`src/design/lmsr_defines.vh`:
```
// Purpose: constants for the loop master status register bank
// Assumes: 16-bit registers, zero-based locations
// Notes: included by every design file
`ifndef LMSR_DEFINES_VH
`define LMSR_DEFINES_VH
// host function codes served
`define LMSR_FC_READ_COILS 8'h01
`define LMSR_FC_READ_HOLD 8'h03
`define LMSR_FC_READ_INPUT 8'h04
// register locations
`define LMSR_LOC_STATUS 16'h0000
`define LMSR_LOC_SCAN_UPPER 16'h0001
`define LMSR_LOC_BAUD 16'h0002
`define LMSR_LOC_SCAN_COUNT 16'h0003
`define LMSR_LOC_FAULT 16'h0004
`define LMSR_LOC_ADDR_FAULT 16'h0005
`define LMSR_LOC_PROGRESS 16'h0006
`define LMSR_LOC_FOUND 16'h0007
`define LMSR_NUM_REGS 16'h0008
`define LMSR_NUM_DISCRETES 16'h0010
// status word bit positions
`define LMSR_ST_LB_PROGRESS 0
`define LMSR_ST_LB_IN_USE 1
`define LMSR_ST_UNIT_ALARM 2
`define LMSR_ST_ACT_ALARM 3
`define LMSR_ST_SIDE_B 4
`define LMSR_ST_SHUTDOWN 5
`define LMSR_ST_PRIMARY 7
`define LMSR_ST_START_FAIL 8
`define LMSR_ST_POR 10
`define LMSR_ST_WDOG 11
`define LMSR_ST_AUTO_LB 12
`define LMSR_ST_COMMS_FAIL 13
`define LMSR_ST_A_OK 14
`define LMSR_ST_B_OK 15
// fault code limits
`define LMSR_FTYPE_OPEN 4'h5
`define LMSR_FTYPE_SHORT 4'h6
`define LMSR_CAUSE_MAX 8'h09
`define LMSR_STEP_MAX 4'h9
// number of field units and logical stations
`define LMSR_NUM_UNITS 8
`define LMSR_NUM_STATIONS 4
`define LMSR_ZERO16 16'h0000
`define LMSR_ONE16 16'h0001
`endif

```
`src/design/lmsr_alarm_or.v`:
```
// Purpose: common field unit alarm from per-unit alarm bits
// Assumes: offline units arrive separately on unit_offline_i and are or-ed in here
// Notes: registered or-reduction
`timescale 1ns/1ps
`include "lmsr_defines.vh"
module lmsr_alarm_or (
  // clock and reset
  input wire clk_i,
  input wire srst_i,
  // per-unit alarm and offline flags
  input wire [`LMSR_NUM_UNITS-1:0] unit_alarm_i,
  input wire [`LMSR_NUM_UNITS-1:0] unit_offline_i,
  // common alarm
  output reg common_alarm_o
);
  wire [`LMSR_NUM_UNITS-1:0] any_unit;
  genvar g;
  // per unit: alarm or offline counts as alarm
  generate
    for (g = 0; g < `LMSR_NUM_UNITS; g = g + 1) begin : g_unit
      assign any_unit[g] = unit_alarm_i[g] | unit_offline_i[g];
    end
  endgenerate
  // registered common alarm
  always @(posedge clk_i) begin
    if (srst_i) begin
      common_alarm_o <= 1'b0;
    end else begin
      common_alarm_o <= |any_unit;
    end
  end
endmodule

```
`src/design/lmsr_scan_counter.v`:
```
// Purpose: loop scan counter and current scan address
// Assumes: scan_step_i pulses once per field unit polled
// Notes: wraps to address one after the upper address
`timescale 1ns/1ps
`include "lmsr_defines.vh"
module lmsr_scan_counter (
  // clock and reset
  input wire clk_i,
  input wire srst_i,
  // scan control
  input wire scan_step_i,
  input wire [7:0] upper_addr_i,
  // results
  output reg [15:0] scan_count_o,
  output reg [7:0] scan_addr_o
);
  // advance address, count a full pass at the upper address
  always @(posedge clk_i) begin
    if (srst_i) begin
      scan_count_o <= `LMSR_ZERO16;
      scan_addr_o <= 8'h01;
    end else if (scan_step_i) begin
      if (scan_addr_o >= upper_addr_i) begin
        scan_addr_o <= 8'h01;
        scan_count_o <= scan_count_o + `LMSR_ONE16;
      end else begin
        scan_addr_o <= scan_addr_o + 8'h01;
      end
    end
  end
endmodule

```
`src/design/lmsr_status_bank.v`:
```
// Purpose: read-only status register bank of a field-loop master station
// Assumes: request is a decoded host read; station state arrives as inputs
// Notes: answers one cycle after a request; exceptions on bad code or range
`timescale 1ns/1ps
`include "lmsr_defines.vh"
module lmsr_status_bank (
  // clock and reset
  input wire clk_i,
  input wire srst_i,
  // host read request
  input wire req_valid_i,
  input wire [1:0] req_station_i,
  input wire [7:0] req_func_i,
  input wire [15:0] req_loc_i,
  // station state flags
  input wire lb_progress_i,
  input wire lb_in_use_i,
  input wire act_alarm_i,
  input wire side_b_i,
  input wire shutdown_i,
  input wire primary_i,
  input wire start_fail_i,
  input wire por_i,
  input wire wdog_fail_i,
  input wire auto_lb_i,
  input wire comms_fail_i,
  input wire unit_a_ok_i,
  input wire unit_b_ok_i,
  input wire [`LMSR_NUM_UNITS-1:0] unit_alarm_i,
  input wire [`LMSR_NUM_UNITS-1:0] unit_offline_i,
  // loop data
  input wire [7:0] upper_addr_i,
  input wire [15:0] baud_code_i,
  input wire scan_step_i,
  input wire fault_port_b_i,
  input wire fault_dup_i,
  input wire fault_high_i,
  input wire fault_zero_i,
  input wire [3:0] fault_type_i,
  input wire [7:0] config_cause_i,
  input wire [7:0] fault_pos_i,
  input wire [7:0] fault_addr_i,
  input wire [3:0] config_step_i,
  input wire [7:0] found_a_i,
  input wire [7:0] found_b_i,
  // answer
  output reg rsp_valid_o,
  output reg rsp_error_o,
  output reg [15:0] rsp_data_o,
  output reg [7:0] scan_addr_o
);
  wire common_alarm;
  wire [15:0] scan_count;
  wire [7:0] scan_addr;
  reg [15:0] status_word;
  reg [15:0] fault_word;
  reg [15:0] reg_mux;
  reg [15:0] next_data;
  reg next_error;
  reg func_ok;
  reg is_bit;

  // common unit alarm
  lmsr_alarm_or u_alarm (
    .clk_i(clk_i),
    .srst_i(srst_i),
    .unit_alarm_i(unit_alarm_i),
    .unit_offline_i(unit_offline_i),
    .common_alarm_o(common_alarm)
  );

  // scan counter
  lmsr_scan_counter u_scan (
    .clk_i(clk_i),
    .srst_i(srst_i),
    .scan_step_i(scan_step_i),
    .upper_addr_i(upper_addr_i),
    .scan_count_o(scan_count),
    .scan_addr_o(scan_addr)
  );

  // assemble the status word
  always @* begin
    status_word = `LMSR_ZERO16;
    status_word[`LMSR_ST_LB_PROGRESS] = lb_progress_i;
    status_word[`LMSR_ST_LB_IN_USE] = lb_in_use_i;
    status_word[`LMSR_ST_UNIT_ALARM] = common_alarm;
    status_word[`LMSR_ST_ACT_ALARM] = act_alarm_i;
    status_word[`LMSR_ST_SIDE_B] = side_b_i;
    status_word[`LMSR_ST_PRIMARY] = primary_i;
    status_word[`LMSR_ST_SHUTDOWN] = shutdown_i;
    status_word[`LMSR_ST_START_FAIL] = start_fail_i;
    status_word[`LMSR_ST_POR] = por_i;
    status_word[`LMSR_ST_WDOG] = wdog_fail_i;
    status_word[`LMSR_ST_AUTO_LB] = auto_lb_i;
    status_word[`LMSR_ST_COMMS_FAIL] = comms_fail_i;
    status_word[`LMSR_ST_A_OK] = unit_a_ok_i;
    status_word[`LMSR_ST_B_OK] = unit_b_ok_i;
  end

  // assemble the loop fault word, out-of-range codes read zero
  always @* begin
    fault_word = `LMSR_ZERO16;
    fault_word[15] = fault_port_b_i;
    fault_word[14] = fault_dup_i;
    fault_word[13] = fault_high_i;
    fault_word[12] = fault_zero_i;
    if (fault_type_i == `LMSR_FTYPE_OPEN || fault_type_i == `LMSR_FTYPE_SHORT) begin
      fault_word[11:8] = fault_type_i;
    end
    if (config_cause_i <= `LMSR_CAUSE_MAX) begin
      fault_word[7:0] = config_cause_i;
    end
  end

  // register select by zero-based location
  always @* begin
    case (req_loc_i)
      `LMSR_LOC_STATUS: reg_mux = status_word;
      `LMSR_LOC_SCAN_UPPER: reg_mux = {8'h00, upper_addr_i};
      `LMSR_LOC_BAUD: reg_mux = baud_code_i;
      `LMSR_LOC_SCAN_COUNT: reg_mux = scan_count;
      `LMSR_LOC_FAULT: reg_mux = fault_word;
      `LMSR_LOC_ADDR_FAULT: reg_mux = {fault_pos_i, fault_addr_i};
      `LMSR_LOC_PROGRESS: begin
        if (config_step_i <= `LMSR_STEP_MAX) begin
          reg_mux = {12'h000, config_step_i};
        end else begin
          reg_mux = `LMSR_ZERO16;
        end
      end
      `LMSR_LOC_FOUND: reg_mux = {found_b_i, found_a_i};
      default: reg_mux = `LMSR_ZERO16;
    endcase
  end

  // decode function code and range; station number is ignored
  always @* begin
    func_ok = 1'b0;
    is_bit = 1'b0;
    case (req_func_i)
      `LMSR_FC_READ_COILS: begin
        func_ok = 1'b1;
        is_bit = 1'b1;
      end
      `LMSR_FC_READ_HOLD: func_ok = 1'b1;
      `LMSR_FC_READ_INPUT: func_ok = 1'b1;
      default: func_ok = 1'b0;
    endcase
    next_error = 1'b0;
    next_data = `LMSR_ZERO16;
    if (!func_ok) begin
      next_error = 1'b1;
    end else if (is_bit) begin
      if (req_loc_i < `LMSR_NUM_DISCRETES) begin
        next_data = {15'h0000, status_word[req_loc_i[3:0]]};
      end else begin
        next_error = 1'b1;
      end
    end else if (req_loc_i < `LMSR_NUM_REGS) begin
      next_data = reg_mux;
    end else begin
      next_error = 1'b1;
    end
  end

  // registered answer, one cycle after request
  always @(posedge clk_i) begin
    if (srst_i) begin
      rsp_valid_o <= 1'b0;
      rsp_error_o <= 1'b0;
      rsp_data_o <= `LMSR_ZERO16;
      scan_addr_o <= 8'h00;
    end else begin
      rsp_valid_o <= req_valid_i;
      scan_addr_o <= scan_addr;
      if (req_valid_i) begin
        rsp_error_o <= next_error;
        rsp_data_o <= next_data;
      end
    end
  end
endmodule

```
`config.mk`:
```
export PLATFORM = sky130hd
export DESIGN_NAME = lmsr_status_bank
export DESIGN_NICKNAME = d
export VERILOG_FILES = /design/src/design/lmsr_alarm_or.v /design/src/design/lmsr_scan_counter.v /design/src/design/lmsr_status_bank.v
export VERILOG_INCLUDE_DIRS = /design/src /design/src/design
export SDC_FILE = /design/constraint.sdc
export NUM_CORES = 1
export LEC_CHECK = 0
export ABC_CLOCK_PERIOD_IN_PS = 4600
export BUFFER_PORTS_ARGS = -buffer_cell sky130_fd_sc_hd__buf_2
export CORE_MARGIN = 3
export CORE_UTILIZATION = 40
export CTS_BUF_LIST = sky130_fd_sc_hd__clkbuf_4 sky130_fd_sc_hd__clkbuf_8
export DETAILED_ROUTE_END_ITERATION = 6
export PLACE_DENSITY = 0.7
export SLEW_MARGIN = 20
export SYNTH_ARGS = -nofsm -noshare
export SYNTH_HDL_FRONTEND = slang
export SYNTH_SLANG_ARGS = --single-unit
```
`constraint.sdc`:
```
create_clock -name clk_i -period 4.6 [get_ports clk_i]
set_clock_uncertainty 0.1 [all_clocks]
set_input_delay 0.92 -clock clk_i [delete_from_list [all_inputs] [get_ports clk_i]]
set_output_delay 0.92 -clock clk_i [all_outputs]
set_load 0.02 [all_outputs]
```
Word level (Yosys, flattened, before mapping). Cells that the tools add are included. Widths: inputs -> output; s select.

Register bits: 51. Input port bits: 135. Output and inout port bits: 26. Word-level logic and storage cells: 57.

Add/subtract/negate cells: 2. $lt $le $gt $ge: 6. Eq/ne operators: 12. Multiplexer cells: 17. Bitwise gates (word level): 8. Reductions and logical operators: 5.

Operator list (count): $pmux 16 s8 (1); $eq 16x3->1 const B (4); $mux 16 (3); $eq 16x2->1 const B (2); $add 16x1->16 const B (1); $eq 16x1->1 const B (1); $logic_not 16->1 (1); $lt 16x4->1 const B (1); $lt 16x5->1 const B (1); $mux 8 (2); $add 8x1->8 const B (1); $eq 4x3->1 const B (2); $eq 8x1->1 const B (1); $eq 8x2->1 const B (1); $eq 8x3->1 const B (1); $ge 8x8->1 (1); $le 8x4->1 const B (1); $mux 1 (8); $mux 4 (2); $or 1x1->1 (8); $reduce_or 8->1 (1); $lt 4x5->1 const B (1); $bmux 1 s4 (1); $le 4x4->1 const B (1); 3 further kinds (3).

Longest topological paths before layout.
Word-level depth: 7. Mapped depth: 9.

Hierarchy. A second synthesis with hierarchy kept.

Cell total of the unflattened synthesis: 391. Area total of the unflattened synthesis: 3469.6 um^2.

By module, submodules not included: lmsr_status_bank (times used 1, cells an instance 232, area each 2104.5 um^2, seq. area each 520.5 um^2); lmsr_scan_counter (times used 1, cells an instance 153, area each 1311.3 um^2, seq. area each 480.5 um^2); lmsr_alarm_or (times used 1, cells an instance 6, area each 53.8 um^2, seq. area each 20.0 um^2).

Worst setup path before layout. OpenSTA, ideal clock, no wires.

Path kind: input to register. Start point: input upper_addr_i[0]. End point: register u_scan.scan_count_o[0]. Data arrival time: 2.775 ns. Data required time: 4.366 ns. Slack: 1.592 ns. Stages on the path: 8. Cell sequence: ha_1 > nand2b_1 > a2111oi_0 > o311a_1 > buf_2 > buf_1 > nor4_1 > o21bai_1.

Word-level cells in the longest chain between the ends: 2.

Ends and longest elaborated chain: from (decl) (RTL line lmsr_status_bank.v:32) `input wire [7:0] upper_addr_i,`; $ge 8x8->1 (RTL line lmsr_scan_counter.v:23) `if (scan_addr_o >= upper_addr_i) begin`; $reduce_and 2->1 (no source line); to (signal assigned) (RTL line lmsr_scan_counter.v:20) `` scan_count_o <= `LMSR_ZERO16; ``; to (signal assigned) (RTL line lmsr_scan_counter.v:25) `` scan_count_o <= scan_count_o + `LMSR_ONE16; ``; to (decl) (RTL line lmsr_scan_counter.v:14) `output reg [15:0] scan_count_o,`.

No other way between the ends. A chain may end at the register's enable or synchronous reset.

Final worst setup path.
Start point: input upper_addr_i[0]. End point: register u_scan.scan_addr_o[0].

Word-level cells in the longest chain between the ends: 2.

Ends and longest elaborated chain: $ge 8x8->1 (RTL line lmsr_scan_counter.v:23); $mux 8 (RTL line lmsr_scan_counter.v:23); to (signal assigned) (RTL line lmsr_scan_counter.v:27) `scan_addr_o <= scan_addr_o + 8'h01;`; to (decl) (RTL line lmsr_scan_counter.v:15) `output reg [7:0] scan_addr_o`.

No other way between the ends.

==> summary.md <==
| Metric | Value |
|---|---|
| H-tree Lvls | 2 |
| Row cnt | 33 |
| IO Count | 161 |
| Critical Path AT | 3140 ps |
| Reg2reg path depth | 8 |
| Buffers on Ports | 158 |
| Pint | between 0.6 and 0.7 mW |
| Synth top area cells | dfxtp_1 (29%), ha_1 (3.5%), mux2_2 (3.5%) |
| Post-synthesis compound-gate area fraction | ~22% |
| Final Cell Area | roughly 0.0044 sq mm |
| Layout Nets | a little under 700 |
| XOR/XNOR share of the synthesized area | between 1.5 and 2% |
| DIE HEIGHT | between 100 and 150 um |
| Fmax | 330 MHz |
| Critical Path End Type | register |
| Worst-path clk slew | 110 ps |
| Post-synthesis adder-cell area fraction | 3.53% |
| Fillcell total | around 850 |
| CTS hold repair buffers | 0 |
| Max-slew violations | 0 |
| Max Cap Violations | 0 |
| First-pass GRT wire length | 18.1 mm |
| Die Wd | ~100 um |
| Final Hold Fails | 0 |
| Setup tns final | 0 ps |
| CP Data Required Time | between 4000 and 5000 ps |
| Hold WC Path Type | register to register |
| Diode count | 0 |
| Hold path endpoint | rsp_data_o[4] |
| Clock tree buffer depth | 2 |
| RSZ-0062 raised after global routing | no |
| Gr usage total | 22.2% |
| Clock Root Buffer | clkbuf_8 |
| Post-route ant nets | 0 |
| Clock power share | a little over 30% |
| Max_slew headroom | 41.2% |
| CTS tree | done |
| Clock Sinks | 51 |
| Multiplexer share of the synthesized area | 8.92% |
| Top cell type's share of synthesized area | 28.8% |
| Core Box Area | ~0.0084 sq mm |
| Gpl congestion | roughly 0.9 |
| Synth-to-Final Area Change | 24.4% |
| Cells after synthesis | 403 |
| Simple-gate share of the synthesized area | 28.1% |
| Initial antenna violation count | 0 |
| Die footprint | 0.0100 sq mm |
| Top-count cell post-synth | dfxtp_1 |
| Register area share after synthesis | 28.8% |
| Most used DFF post-synth | dfxtp_1 |
| FF+latch count, synth | just over 50 |
| LEAKAGE | 1.87 nW |
| Largest family of logic cells by synthesized area | simple AND/OR/NAND/NOR gates |
| Largest area contributor in the netlist | dfxtp_1 |
| Hpwl dp | 9.20 mm |
| Vias in the first global route | between 3000 and 4000 |
| Grt total ovfl | 0 |
| Hold path start | rsp_data_o[4] |
| Count of final setup violators | 0 |
| Status | complete, no violations |
| P_sw | 0.262 mW |
| Sequential power share | 50.3% |
| Drt via density | 5.86 |
| Clock latency on the worst-skew pair | ~320 ps |
| Crit path max fanout | 25 |
| Total Wirelength | 11.5 mm |
| FF-to-FF setup slack | around 1800 ps |
| Reg2reg end | u_scan.scan_addr_o[0] |
| Reg2Reg Launch Point | u_scan.scan_addr_o[0] |
| Register area | 0.00102 sq mm |
| Worst Setup Start Kind | primary input |
| Yosys cell types | between 60 and 70 |
| Crit-path slowest cell | a2111oi_0 |
| Initial Utilization | a little over two fifths |
| Yosys warns | 0 |
| Synth Area per Inst | 8.80 sq um |
| Power Density | 204 mW/mm^2 |
| Post-synthesis cell area | 0.00355 sq mm |
| Share of layout cells above drive strength 1 | ~37% |
| Async S/R FF share, synth | 0% |
| Via count | around 3800 |
| Comb pwr share | between 10% and 20% |
| Post-Syn Nets | 548 |
| Drt pass-1 iters | 5 |
| Critical path class | primary input to register |
| EDFF count, synth | 0 |
| CTS Buf Count | 5 |
| Largest net degree at the start of global routing | 52 |
| Buffer count from post-CTS setup fixing | 0 |
| Commonest cells in the netlist | dfxtp_1 (51), nand2_1 (25), a21oi_1 (19) |
| Fin crit period | about 3000 ps |
| Switching part of the total | between 20% and 30% |
| Least-Margin Pin Slew | 882 ps |
| WL/cell | 17.7 um |
| WHS Path Cells | 2 |
| Multi-input gate area | 0.00228 sq mm |
| Tcrit/Tclk final | about 66% |
| Critical path cell sequence | buf_2 -> ha_1 -> nand2b_1 -> a2111oi_0 -> o311a_1 -> buf_4 -> nor2_1 -> or3_1 |
| Area after DPL | 0.00432 sq mm |
| 1st-iter DRT viols | 210 |
| Drc violations | 0 |
| # resized after CTS | 0 |
| Peak VDD IR | 119 uV |
| Max incr delay on CP | 590 ps |
-- how the worst max path moves through the flow --
stage	start	end	cells past startpoint	slack, ps
floorplan	upper_addr_i[0]	u_scan.scan_count_o[0]	8	1590
global placement	upper_addr_i[0]	u_scan.scan_addr_o[0]	8	1300
detailed placement	upper_addr_i[0]	u_scan.scan_addr_o[0]	8	1240
CTS	upper_addr_i[0]	u_scan.scan_addr_o[0]	8	1590
global route	upper_addr_i[0]	u_scan.scan_addr_o[0]	8	1380
finish	upper_addr_i[0]	u_scan.scan_addr_o[0]	8	1570
-- cell type report --
type | instances | share of cell area [%]
repair buffers | 164 | 18.9
clock inverters | 3 | 0.595
well taps | 105 | 2.98
multi-input cells | 311 | 51.6
flip-flops and latches | 51 | 23.1
inverters | 14 | 1.19
clock buffers | 5 | 1.56
-- worst max-delay path, delay by kind of cell --
kind                     cells  cell delay (ps)
AO/OA/AOI/OAI                2              850
adder cells (fa/ha/maj)      1              280
buffers and inverters        2              360
AND/OR/NAND/NOR              3              730
-- power groups by stage --
stage / registers [mW] / clock network [mW] / logic (mW)
3_3_place_gp: 0.463 / 0 / 0.163
6_report: 0.453 / 0.281 / 0.168
5_1_grt: 0.454 / 0.307 / 0.183
3_5_place_dp: 0.463 / 0 / 0.166
2_1_floorplan: 0.465 / 0 / 0.0815
4_1_cts: 0.453 / 0.289 / 0.167
-- stage by stage --
step	power, mW	hold WS, ps	cells	setup WS, ps	utilization [%]
4_1_cts	0.910	365	653	1590	52.4
3_3_place_gp	0.626	329	645	1300	51.3
2_1_floorplan	0.547	348	403	1590	-
5_1_grt	0.944	402	653	1380	52.4
3_5_place_dp	0.629	339	645	1240	51.3
6_report	0.901	359	653	1570	52.4
-- metal layers --
| layer | track usage [%] | vias up | part of all wire [%] |
|---|---|---|---|
| met3 | 4.59 | 16 | 8.8 |
| met1 | 28.0 | 1799 | 41 |
| met4 | 6.74 | 0 | 1.8 |
| met5 | 0 | - | 0 |
| li1 | - | 1852 | - |
| met2 | 38.1 | 157 | 48 |
-- cells in the final DEF (no fill, tap or decap), types with 6 or more instances in the layout --
cell type  count
nor3_1        10
buf_2        158
mux2_2        11
nor2_1        18
a22oi_1        6
dfxtp_1       51
and3_1         6
or4_1         16
nand2_1       25
xor2_1         7
o21ai_0       14
inv_1         14
a22o_1         7
nand2b_1       8
a21oi_1       19
a32oi_1        9
ha_1          10
nor2b_1       18
nand4_1        8
nand3_1       15
nor4_1        13
buf_4          6
o31ai_1       10
mux2i_1        8
-- logic make-up after synthesis --
family | Yosys count
mux | 24
fa+ha+maj | 10
simple gates | 165
buf+inv | 41
compound gates | 104
flops | 51
xor+xnor | 8
-- state kept, by name, summed over array words and instances, names as in the netlist --
name and flops:
rsp_data_o 16, rsp_error_o 1, rsp_valid_o 1, scan_addr_o 8
u_alarm.common_alarm_o 1, u_scan.scan_addr_o 8, u_scan.scan_count_o 16
No activity file was read; power rests on OpenSTA's default activity.
